### config.mk
export PLATFORM = sky130hd
export DESIGN_NAME = akus_top
export DESIGN_NICKNAME = d
export VERILOG_FILES = /design/src/hw/akus_pkg.sv /design/src/hw/akus_sync_gen.sv /design/src/hw/akus_top.sv
export SDC_FILE = /design/constraint.sdc
export NUM_CORES = 1
export LEC_CHECK = 0
export ABC_CLOCK_PERIOD_IN_PS = 7400
export BUFFER_PORTS_ARGS = -buffer_cell sky130_fd_sc_hd__buf_2
export CAP_MARGIN = 20
export CORE_MARGIN = 2
export CORE_UTILIZATION = 49
export CTS_CLUSTER_SIZE = 10
export DETAILED_ROUTE_END_ITERATION = 12
export MAX_ROUTING_LAYER = met4
export PLACE_DENSITY_LB_ADDON = 0.1
export SLEW_MARGIN = 20
export SYNTH_ARGS = -nofsm -noshare
export SYNTH_HDL_FRONTEND = slang
export SYNTH_SLANG_ARGS = --single-unit
### constraint.sdc
create_clock -name aclk -period 7.4 [get_ports aclk]
set_input_delay 1.11 -clock aclk [delete_from_list [all_inputs] [get_ports aclk]]
set_output_delay 1.11 -clock aclk [all_outputs]
set_load 0.05 [all_outputs]
### src/hw/akus_pkg.sv
// Package with constants and types for the amplitude keying and update sync block.
package akus_pkg;

	// ---------------------------------------------------------------
	// Register byte offsets
	// ---------------------------------------------------------------
	localparam logic [4:0] AKUS_OFF_CTRL1 = 5'h00;
	localparam logic [4:0] AKUS_OFF_CTRL2 = 5'h04;
	localparam logic [4:0] AKUS_OFF_AMPL = 5'h08;
	localparam logic [4:0] AKUS_OFF_RAMP = 5'h0C;
	localparam logic [4:0] AKUS_OFF_STAT = 5'h10;

	// ---------------------------------------------------------------
	// Field positions
	// ---------------------------------------------------------------
	localparam int AKUS_B1_TMR_LOAD = 26;
	localparam int AKUS_B1_KEY_EN = 25;
	localparam int AKUS_B1_KEY_AUTO = 24;
	localparam int AKUS_B1_AUTO_SYNC = 23;
	localparam int AKUS_B1_SOFT_SYNC = 22;
	localparam int AKUS_B1_AUTO_CLR = 13;
	localparam int AKUS_B1_CONT_CLR = 10;
	localparam int AKUS_B1_SYNC_OFF = 1;
	localparam int AKUS_B2_HW_SYNC = 10;
	localparam int AKUS_STAT_PIN = 16;
	localparam int AKUS_STAT_AUTO = 17;
	localparam int AKUS_STAT_PHASE = 20;

	// ---------------------------------------------------------------
	// Widths, masks and reset values
	// ---------------------------------------------------------------
	localparam int AKUS_SF_W = 14;
	localparam int AKUS_RAMP_W = 8;
	localparam logic [31:0] AKUS_CTRL1_MASK = 32'h07FF_FFFF;
	localparam logic [31:0] AKUS_CTRL2_MASK = 32'h00FF_FFFF;
	localparam logic [31:0] AKUS_AMPL_MASK = 32'h0000_FFFF;
	localparam logic [31:0] AKUS_RAMP_MASK = 32'h0000_00FF;
	localparam logic [31:0] AKUS_CTRL1_RST = 32'h0000_0000;
	localparam logic [31:0] AKUS_CTRL2_RST = 32'h0000_0000;
	localparam logic [31:0] AKUS_AMPL_RST = 32'h0000_0000;
	localparam logic [31:0] AKUS_RAMP_RST = 32'h0000_0000;

	// ---------------------------------------------------------------
	// Timing counts, sync phase and bus response codes
	// ---------------------------------------------------------------
	localparam int AKUS_SYNC_DIV = 4;
	localparam logic [1:0] AKUS_PHASE_RISE = 2'h0;
	localparam logic [1:0] AKUS_RESP_OKAY = 2'h0;
	localparam logic [1:0] AKUS_RESP_SLVERR = 2'h2;

	// ---------------------------------------------------------------
	// Active configuration carried as one struct
	// ---------------------------------------------------------------
	typedef struct packed {
		logic tmr_load;
		logic key_en;
		logic key_auto;
		logic auto_sync;
		logic auto_clr;
		logic cont_clr;
		logic sync_off;
		logic hw_sync;
	} akus_cfg_s;

endpackage : akus_pkg

### src/hw/akus_sync_gen.sv
// Divide-by-four sync clock generator with edge advance and alignment.
`timescale 1ns/1ps
`default_nettype none
module akus_sync_gen (
	// Clock and reset
	input wire logic aclk,
	input wire logic aresetn,
	// Alignment controls
	input wire logic soft_advance,
	input wire logic hw_sync_en,
	input wire logic auto_sync_en,
	input wire logic pin_off,
	input wire logic sync_in,
	// Outputs
	output logic sync_clk_out,
	output logic sync_tick,
	output logic [1:0] phase
);
	import akus_pkg::*;

	logic [1:0] phase_r;
	logic [1:0] phase_nxt;
	logic sync_in_d_r;
	logic sync_clk_r;
	logic in_rise;
	logic advance;

	assign in_rise = sync_in & ~sync_in_d_r;
	assign advance = soft_advance
		| (hw_sync_en & in_rise)
		| (auto_sync_en & in_rise & (phase_r != AKUS_PHASE_RISE));
	assign phase_nxt = phase_r + 2'h1 + {1'b0, advance};

	// ---------------------------------------------------------------
	// Phase counter
	// ---------------------------------------------------------------
	always_ff @(posedge aclk) begin
		if (!aresetn) begin
			phase_r <= 2'h0;
			sync_in_d_r <= 1'b0;
			sync_clk_r <= 1'b0;
		end else begin
			phase_r <= phase_nxt;
			sync_in_d_r <= sync_in;
			sync_clk_r <= ~phase_nxt[1];
		end
	end

	assign sync_clk_out = sync_clk_r & ~pin_off;
	assign sync_tick = phase_r[1] & ~phase_nxt[1];
	assign phase = phase_r;

endmodule : akus_sync_gen
`default_nettype wire

### src/hw/akus_top.sv
// Shaped amplitude keying, register update and sync clock control with an AXI4-Lite slave.
//
// Notes on behaviour
// - With auto-clear set, each update event clears then releases the accumulator.
// - Auto-clear is bit 13 of the first control word.
// - Keying enable bit 25 clear means amplitude scaling is bypassed.
// - Bit 24 picks auto keying when set, external when clear.
// - Keying comes up disabled; enable bit reads zero after reset.
// - Auto mode scale factor is a 14-bit up/down counter paced by ramp word.
// - Counter rises while keying pin high, falls while low.
// - Scale factor is unsigned; zero means zero, all ones means maximum.
// - Amplitude word top bits pick step 1, 2, 4 or 8.
// - Auto counter is clamped to the limit in amplitude word low 14 bits at each step.
// - Ramp timer is a down counter reloading at 1; its end steps the counter.
// - Ramp word sets step rate; unused in external mode or when disabled.
// - Any keying pin change reloads the ramp timer at once.
// - With timer-load bit 26 set, each update event reloads the timer.
// - Entering active auto keying reloads the ramp timer.
// - External mode uses the amplitude word directly, changed only by update.
// - Sync clock is core clock divided by four and driven out.
// - Update pin is sampled at each sync clock rising edge.
// - An update event copies buffered registers into the active ones.
// - Update input is rising-edge detected into one load pulse.
// - With bit 23 set, sync clock phase follows the master on sync input.
// - Writing one to bit 22 advances sync edge once; bit self-clears.
// - With second word bit 10 set, sync input edges advance sync clock.
// - Continuous-clear bit 10 holds the accumulator at zero while set.
//
// Design decisions made here: the register addresses and register access over AXI4-Lite.
`timescale 1ns/1ps
`default_nettype none
module akus_top #(
	parameter int ADDR_W = 5
) (
	// Clock and reset
	input wire logic aclk,
	input wire logic aresetn,
	// AXI4-Lite write address and data
	input wire logic [ADDR_W-1:0] s_axi_awaddr,
	input wire logic [2:0] s_axi_awprot,
	input wire logic s_axi_awvalid,
	output logic s_axi_awready,
	input wire logic [31:0] s_axi_wdata,
	input wire logic [3:0] s_axi_wstrb,
	input wire logic s_axi_wvalid,
	output logic s_axi_wready,
	// AXI4-Lite write response
	output logic [1:0] s_axi_bresp,
	output logic s_axi_bvalid,
	input wire logic s_axi_bready,
	// AXI4-Lite read
	input wire logic [ADDR_W-1:0] s_axi_araddr,
	input wire logic [2:0] s_axi_arprot,
	input wire logic s_axi_arvalid,
	output logic s_axi_arready,
	output logic [31:0] s_axi_rdata,
	output logic [1:0] s_axi_rresp,
	output logic s_axi_rvalid,
	input wire logic s_axi_rready,
	// Device pins
	input wire logic amplitude_keying_pin,
	input wire logic update_pin,
	input wire logic sync_in,
	output logic sync_clk_out,
	// Data path controls
	output logic [akus_pkg::AKUS_SF_W-1:0] scale_factor,
	output logic scale_enable,
	output logic accum_clear,
	output logic update_pulse
);
	import akus_pkg::*;

	// ---------------------------------------------------------------
	// Declarations
	// ---------------------------------------------------------------
	logic [31:0] ctrl1_buf_r;
	logic [31:0] ctrl2_buf_r;
	logic [31:0] ampl_buf_r;
	logic [31:0] ramp_buf_r;
	logic [31:0] ctrl1_act_r;
	logic [31:0] ctrl2_act_r;
	logic [31:0] ampl_act_r;
	logic [31:0] ramp_act_r;
	akus_cfg_s cfg;
	logic aw_full_r;
	logic w_full_r;
	logic [ADDR_W-1:0] aw_addr_r;
	logic [31:0] w_data_r;
	logic [3:0] w_strb_r;
	logic bvalid_r;
	logic [1:0] bresp_r;
	logic rvalid_r;
	logic [31:0] rdata_r;
	logic [1:0] rresp_r;
	logic do_write;
	logic wr_hit;
	logic soft_sync_r;
	logic sync_tick;
	logic [1:0] sync_phase;
	logic upd_sample_r;
	logic upd_pulse_r;
	logic auto_active;
	logic auto_active_d_r;
	logic pin_d_r;
	logic pin_change;
	logic [AKUS_RAMP_W-1:0] timer_r;
	logic timer_end;
	logic timer_reload;
	logic [AKUS_SF_W-1:0] count_r;
	logic [AKUS_SF_W-1:0] limit;
	logic [AKUS_SF_W:0] step;
	logic [AKUS_SF_W:0] count_up;
	logic [AKUS_SF_W-1:0] count_nxt;
	logic [AKUS_SF_W-1:0] sf_r;
	logic sf_en_r;
	logic clr_r;

	function automatic logic [31:0] akus_merge(input logic [31:0] old_v,
		input logic [31:0] new_v, input logic [3:0] strb, input logic [31:0] mask);
		logic [31:0] res;
		res = old_v;
		for (int i = 0; i < 4; i++) begin
			if (strb[i]) begin
				res[i*8 +: 8] = new_v[i*8 +: 8];
			end
		end
		return res & mask;
	endfunction : akus_merge

	// ---------------------------------------------------------------
	// AXI4-Lite write channel
	// ---------------------------------------------------------------
	assign s_axi_awready = ~aw_full_r & ~bvalid_r;
	assign s_axi_wready = ~w_full_r & ~bvalid_r;
	assign do_write = aw_full_r & w_full_r & ~bvalid_r;
	assign wr_hit = (aw_addr_r == AKUS_OFF_CTRL1) | (aw_addr_r == AKUS_OFF_CTRL2)
		| (aw_addr_r == AKUS_OFF_AMPL) | (aw_addr_r == AKUS_OFF_RAMP);
	assign s_axi_bvalid = bvalid_r;
	assign s_axi_bresp = bresp_r;

	always_ff @(posedge aclk) begin
		if (!aresetn) begin
			aw_full_r <= 1'b0;
			w_full_r <= 1'b0;
			aw_addr_r <= '0;
			w_data_r <= 32'h0000_0000;
			w_strb_r <= 4'h0;
			bvalid_r <= 1'b0;
			bresp_r <= AKUS_RESP_OKAY;
		end else begin
			if (s_axi_awvalid && s_axi_awready) begin
				aw_full_r <= 1'b1;
				aw_addr_r <= {s_axi_awaddr[ADDR_W-1:2], 2'b00};
			end
			if (s_axi_wvalid && s_axi_wready) begin
				w_full_r <= 1'b1;
				w_data_r <= s_axi_wdata;
				w_strb_r <= s_axi_wstrb;
			end
			if (do_write) begin
				aw_full_r <= 1'b0;
				w_full_r <= 1'b0;
				bvalid_r <= 1'b1;
				bresp_r <= wr_hit ? AKUS_RESP_OKAY : AKUS_RESP_SLVERR;
			end else if (bvalid_r && s_axi_bready) begin
				bvalid_r <= 1'b0;
			end
		end
	end

	// ---------------------------------------------------------------
	// Buffered registers written by software
	// ---------------------------------------------------------------
	always_ff @(posedge aclk) begin
		if (!aresetn) begin
			ctrl1_buf_r <= AKUS_CTRL1_RST;
			ctrl2_buf_r <= AKUS_CTRL2_RST;
			ampl_buf_r <= AKUS_AMPL_RST;
			ramp_buf_r <= AKUS_RAMP_RST;
			soft_sync_r <= 1'b0;
		end else begin
			soft_sync_r <= 1'b0;
			if (do_write) begin
				unique case (aw_addr_r)
					AKUS_OFF_CTRL1: begin
						ctrl1_buf_r <= akus_merge(ctrl1_buf_r, w_data_r, w_strb_r,
							AKUS_CTRL1_MASK & ~(32'h1 << AKUS_B1_SOFT_SYNC));
						soft_sync_r <= w_strb_r[AKUS_B1_SOFT_SYNC/8]
							& w_data_r[AKUS_B1_SOFT_SYNC];
					end
					AKUS_OFF_CTRL2: begin
						ctrl2_buf_r <= akus_merge(ctrl2_buf_r, w_data_r, w_strb_r,
							AKUS_CTRL2_MASK);
					end
					AKUS_OFF_AMPL: begin
						ampl_buf_r <= akus_merge(ampl_buf_r, w_data_r, w_strb_r,
							AKUS_AMPL_MASK);
					end
					AKUS_OFF_RAMP: begin
						ramp_buf_r <= akus_merge(ramp_buf_r, w_data_r, w_strb_r,
							AKUS_RAMP_MASK);
					end
					default: begin
					end
				endcase
			end
		end
	end

	// ---------------------------------------------------------------
	// AXI4-Lite read channel
	// ---------------------------------------------------------------
	assign s_axi_arready = ~rvalid_r;
	assign s_axi_rvalid = rvalid_r;
	assign s_axi_rdata = rdata_r;
	assign s_axi_rresp = rresp_r;

	always_ff @(posedge aclk) begin
		if (!aresetn) begin
			rvalid_r <= 1'b0;
			rdata_r <= 32'h0000_0000;
			rresp_r <= AKUS_RESP_OKAY;
		end else if (s_axi_arvalid && s_axi_arready) begin
			rvalid_r <= 1'b1;
			rresp_r <= AKUS_RESP_OKAY;
			unique case ({s_axi_araddr[ADDR_W-1:2], 2'b00})
				AKUS_OFF_CTRL1: rdata_r <= ctrl1_buf_r;
				AKUS_OFF_CTRL2: rdata_r <= ctrl2_buf_r;
				AKUS_OFF_AMPL: rdata_r <= ampl_buf_r;
				AKUS_OFF_RAMP: rdata_r <= ramp_buf_r;
				AKUS_OFF_STAT: begin
					rdata_r <= 32'h0000_0000;
					rdata_r[AKUS_SF_W-1:0] <= sf_r;
					rdata_r[AKUS_STAT_PIN] <= amplitude_keying_pin;
					rdata_r[AKUS_STAT_AUTO] <= auto_active;
					rdata_r[AKUS_STAT_PHASE +: 2] <= sync_phase;
				end
				default: begin
					rdata_r <= 32'h0000_0000;
					rresp_r <= AKUS_RESP_SLVERR;
				end
			endcase
		end else if (rvalid_r && s_axi_rready) begin
			rvalid_r <= 1'b0;
		end
	end

	// ---------------------------------------------------------------
	// Sync clock generation and alignment
	// ---------------------------------------------------------------
	akus_sync_gen u_sync (
		.aclk(aclk),
		.aresetn(aresetn),
		.soft_advance(soft_sync_r),
		.hw_sync_en(cfg.hw_sync),
		.auto_sync_en(cfg.auto_sync),
		.pin_off(cfg.sync_off),
		.sync_in(sync_in),
		.sync_clk_out(sync_clk_out),
		.sync_tick(sync_tick),
		.phase(sync_phase)
	);

	// ---------------------------------------------------------------
	// Update pin sampling and register transfer
	// ---------------------------------------------------------------
	always_ff @(posedge aclk) begin
		if (!aresetn) begin
			upd_sample_r <= 1'b0;
			upd_pulse_r <= 1'b0;
		end else begin
			upd_pulse_r <= 1'b0;
			if (sync_tick) begin
				upd_sample_r <= update_pin;
				upd_pulse_r <= update_pin & ~upd_sample_r;
			end
		end
	end

	always_ff @(posedge aclk) begin
		if (!aresetn) begin
			ctrl1_act_r <= AKUS_CTRL1_RST;
			ctrl2_act_r <= AKUS_CTRL2_RST;
			ampl_act_r <= AKUS_AMPL_RST;
			ramp_act_r <= AKUS_RAMP_RST;
		end else if (upd_pulse_r) begin
			ctrl1_act_r <= ctrl1_buf_r;
			ctrl2_act_r <= ctrl2_buf_r;
			ampl_act_r <= ampl_buf_r;
			ramp_act_r <= ramp_buf_r;
		end
	end

	assign update_pulse = upd_pulse_r;
	assign cfg.tmr_load = ctrl1_act_r[AKUS_B1_TMR_LOAD];
	assign cfg.key_en = ctrl1_act_r[AKUS_B1_KEY_EN];
	assign cfg.key_auto = ctrl1_act_r[AKUS_B1_KEY_AUTO];
	assign cfg.auto_sync = ctrl1_act_r[AKUS_B1_AUTO_SYNC];
	assign cfg.auto_clr = ctrl1_act_r[AKUS_B1_AUTO_CLR];
	assign cfg.cont_clr = ctrl1_act_r[AKUS_B1_CONT_CLR];
	assign cfg.sync_off = ctrl1_act_r[AKUS_B1_SYNC_OFF];
	assign cfg.hw_sync = ctrl2_act_r[AKUS_B2_HW_SYNC];

	// ---------------------------------------------------------------
	// Ramp rate timer
	// ---------------------------------------------------------------
	assign auto_active = cfg.key_en & cfg.key_auto;
	assign pin_change = amplitude_keying_pin ^ pin_d_r;
	assign timer_reload = pin_change
		| (cfg.tmr_load & upd_pulse_r)
		| (auto_active & ~auto_active_d_r);
	assign timer_end = auto_active & sync_tick & (timer_r <= 8'h01);

	always_ff @(posedge aclk) begin
		if (!aresetn) begin
			pin_d_r <= 1'b0;
			auto_active_d_r <= 1'b0;
			timer_r <= 8'h00;
		end else begin
			pin_d_r <= amplitude_keying_pin;
			auto_active_d_r <= auto_active;
			if (!auto_active) begin
				timer_r <= ramp_act_r[AKUS_RAMP_W-1:0];
			end else if (timer_reload || timer_end) begin
				timer_r <= ramp_act_r[AKUS_RAMP_W-1:0];
			end else if (sync_tick) begin
				timer_r <= timer_r - 8'h01;
			end
		end
	end

	// ---------------------------------------------------------------
	// Scale factor counter
	// ---------------------------------------------------------------
	assign limit = ampl_act_r[AKUS_SF_W-1:0];
	assign step = 15'(15'h1 << ampl_act_r[15:14]);
	assign count_up = {1'b0, count_r} + step;

	always_comb begin
		count_nxt = count_r;
		if (count_r > limit) begin
			count_nxt = limit;
		end else if (amplitude_keying_pin) begin
			count_nxt = (count_up > {1'b0, limit}) ? limit
				: count_up[AKUS_SF_W-1:0];
		end else begin
			count_nxt = ({1'b0, count_r} < step) ? 14'h0000
				: 14'(count_r - step[AKUS_SF_W-1:0]);
		end
	end

	always_ff @(posedge aclk) begin
		if (!aresetn) begin
			count_r <= 14'h0000;
		end else if (timer_end) begin
			count_r <= count_nxt;
		end
	end

	// ---------------------------------------------------------------
	// Data path scale factor and accumulator clear
	// ---------------------------------------------------------------
	always_ff @(posedge aclk) begin
		if (!aresetn) begin
			sf_r <= 14'h3FFF;
			sf_en_r <= 1'b0;
		end else begin
			sf_en_r <= cfg.key_en;
			if (!cfg.key_en) begin
				sf_r <= 14'h3FFF;
			end else if (cfg.key_auto) begin
				sf_r <= count_r;
			end else begin
				sf_r <= limit;
			end
		end
	end

	always_ff @(posedge aclk) begin
		if (!aresetn) begin
			clr_r <= 1'b0;
		end else begin
			clr_r <= cfg.cont_clr
				| (cfg.auto_clr & upd_pulse_r);
		end
	end

	assign scale_factor = sf_r;
	assign scale_enable = sf_en_r;
	assign accum_clear = clr_r;

endmodule : akus_top
`default_nettype wire

==> impl_metrics.yaml <==
status:
  status: "completed"
sta:
  clock_skew_ns: 0.0137
  setup_viol: 0
  worst_slew_pin_slew_ns: 0.945
  fmax_ghz: 0.219
  rsz0062_at_grt: "no"
  final.period_utilization: 0.616
  slew_headroom: 0.368
  slew_violations: 0
  period_needed_ns: 4.56
  tns_ns: 0
  timing.final.hold_violations: 0
  holdWs_ns: 0.451
floorplan:
  coreArea_mm2: 0.0209
  ios: 121
  chipHeight_um: 149
  start_util: 0.495
  die_w_um: 149
  die-area_mm2: 0.0223
  rows: 53
worst_setup_path:
  arrival_ns: 4.93
  cpMostUsedCell: "ha_1"
  cp_cell_sequence: "nor2_1, ha_1, inv_1, fa_1, o21bai_1, a21oi_2, nor2b_1, nand4_1, xnor2_1, ha_1, a21o_1, a211o_1, a221o_1, a311oi_2, o31ai_4, a31oi_1, o32ai_2"
  crit_fanout: 14
  crit_path_end_kind: "flip-flop"
  slowest_delay_ns: 0.53
  worstSetupPathType: "reg2reg"
  crit_path_start_kind: "flip-flop"
  required_ns: 7.77
  crit_slowest_cell: "nor2b_1"
run:
  maxCapViolations: 0
detailed_routing:
  drt_wl_total_mm: 27.2
  ant_nets: 0
  via_per_inst: 5.51
  drc: 0
  wl_per_cell_um: 17.9
  vias: 8368
  drtPass1Iterations: 5
  drt-initial-drc-count: 575
global_routing:
  grt_usage: 0.247
  grt_pass1_wl_mm: 42.3
  grt_pass1_vias: 7649
  overflow: 0
  grt_max_degree: 116
  antenna_found_initial: 0
clocking:
  insertion_delay_ns: 0.52
  cts-root-buf: "clkbuf_16"
  clk_path_buf_depth: 3
  hold_buffers: 0
  post_cts_resized: 0
  post_cts_buffers: 0
  cts_tree: "yes"
  h-tree-depth: 1
  cts_sinks: 220
  clk_pin_slew_ns: 0.06
  cts_made_buffers: 26
placement:
  gp_congestion: 0.855
  hpwl_mm: 19.2
  placed_area_mm2: 0.0109
  io_buffers: 98
synth:
  synth_enable_flop_cells: 0
  yosysSeqAreaShare: 0.426
  synthFlopType: "dfxtp_1"
  async_reset_ff_frac: 0
  yosysTopAreaCell: "dfxtp_1"
  synth_area_mm2: 0.0103
  ys_ff_latch: 220
  synth_top_area_share: 0.426
  syn_inst: 1189
  synth.distinct_cells: 70
  synth_area_leaders: "dfxtp_1 (43%), mux2i_1 (11%), nor2_1 (5.8%)"
  yosysWarnings: 0
  syn_area_per_cell_um2: 8.70
power:
  p_leak_uw: 0.00461
  ir_drop_mv: 0.158
  p_per_area_mw_per_mm2: 218
  finalPower_uw: 2540
layout:
  antenna_cells: 0
  stdcell_area_mm2: 0.0116
  drive_gt1_frac: 0.130
  num-nets-final: 1343
  area_delta_synth_final_pct: 12.3
hold_path:
  hold_class: "reg2reg"
==> cells by family after synthesis <==
| logic type | Yosys count | synth area share |
|---|---|---|
| other cells | 1 | 0.000363 |
| mux | 120 | 0.116 |
| simple gates | 416 | 0.181 |
| flops | 220 | 0.426 |
| fa+ha+maj | 42 | 0.0523 |
| compound gates | 236 | 0.148 |
| buf+inv | 126 | 0.0526 |
| xor+xnor | 28 | 0.0237 |
==> sequential cells by signal, summed over array words and instances, names as in the netlist, 14 cells and up <==
register	cells
count_r	14
w_data_r	27
scale_factor	14
ctrl2_buf_r	24
s_axi_rdata	27
ampl_act_r	16
ampl_buf_r	16
ctrl1_buf_r	26
==> per-layer routing <==
layer	wire length, um	share of wire	track usage	vias to the layer above
met4	418	0.015	0.0438	0
met1	13100	0.48	0.351	3940
met5	0	0	-	-
met3	1260	0.046	0.0312	38
met2	12400	0.46	0.384	192
li1	-	-	-	4198
==> worst paths after layout <==
| check | from | end | slack, ns | cells past startpoint |
|---|---|---|---|---|
| min | ctrl2_buf_r[19] | ctrl2_buf_r[19] | 0.45 | 2 |
| min reg2reg | ctrl2_buf_r[19] | ctrl2_buf_r[19] | 0.45 | 2 |
| max reg2reg | ampl_act_r[15] | count_r[9] | 2.84 | 17 |
| max | ampl_act_r[15] | count_r[9] | 2.84 | 17 |
==> metrics by stage <==
step                      setup slack, ns   util  std cells
after CTS                            2.88  0.556       1518
final                                2.84  0.556       1518
after global routing                 2.49  0.556       1518
after floorplan                      3.51      -       1195
after global placement               2.91  0.520       1486
after detailed placement             2.90  0.520       1486
==> where the power goes <==
| part | switching (uW) | internal, uW | leakage, uW |
|---|---|---|---|
| sequential | 22.5 | 1210 | 0.00178 |
| clock | 457 | 696 | 0.000364 |
| combinational | 111 | 45.5 | 0.00247 |
==> cell usage after synthesis (3+ instances only) <==
cell type and count:
nor3_1 8, a21oi_1 81, xor2_1 8, buf_4 11, nand3_1 34, nor2b_1 12
nand4_1 10, ha_1 40, buf_2 12, o22ai_1 12, o21a_1 5, nor4_1 7
a2bb2oi_1 3, a211oi_1 13, buf_1 6, a31oi_1 16, and2_1 11, a21o_1 4
and3_1 3, mux2_2 3, nor2_1 159, o21bai_1 3, o211ai_1 15, nand2_1 143
clkbuf_1 60, mux2i_1 117, xnor2_1 20, dfxtp_1 220, a22oi_1 33, o21ai_0 28
nand2b_1 7, inv_1 34, o22a_1 5
==> area by class of cell <==
class | instances | area, um^2
Clock inverter | 1 | 30.0
Multi-Input combinational cell | 849 | 5430
Clock buffer | 31 | 711
Sequential cell | 220 | 4410
Tap cell | 275 | 344
Fill cell | 2022 | 9280
Inverter | 35 | 136
Timing Repair Buffer | 107 | 558
==> worst max-delay path: cells and delay by family (launching register included) <==
kind / cells / cell delay (ns)
xor gates and xnor gates: 1 / 0.22
DFF: 1 / 0.33
and+or+nand+nor: 3 / 0.89
adders and majority gates: 3 / 0.88
buffers and inverters: 1 / 0.06
AOI/OAI and AO/OA: 9 / 2.04
==> layout by cell type (no fill, tap or decap), types with 7 or more instances in the layout <==
master / instances
dfxtp_1: 219
nor2_1: 159
nand2_1: 142
mux2i_1: 117
buf_2: 98
a21oi_1: 81
ha_1: 40
nand3_1: 34
inv_1: 33
a22oi_1: 33
o21ai_0: 28
clkbuf_16: 27
xnor2_1: 20
a31oi_1: 16
o211ai_1: 15
a211oi_1: 13
nor2b_1: 12
o22ai_1: 12
and2_1: 11
nand4_1: 10
buf_4: 9
xor2_1: 8
nor3_1: 8
nand2b_1: 7
nor4_1: 7
conb_1: 7
Note: power is estimated with default switching activity, not from simulation.
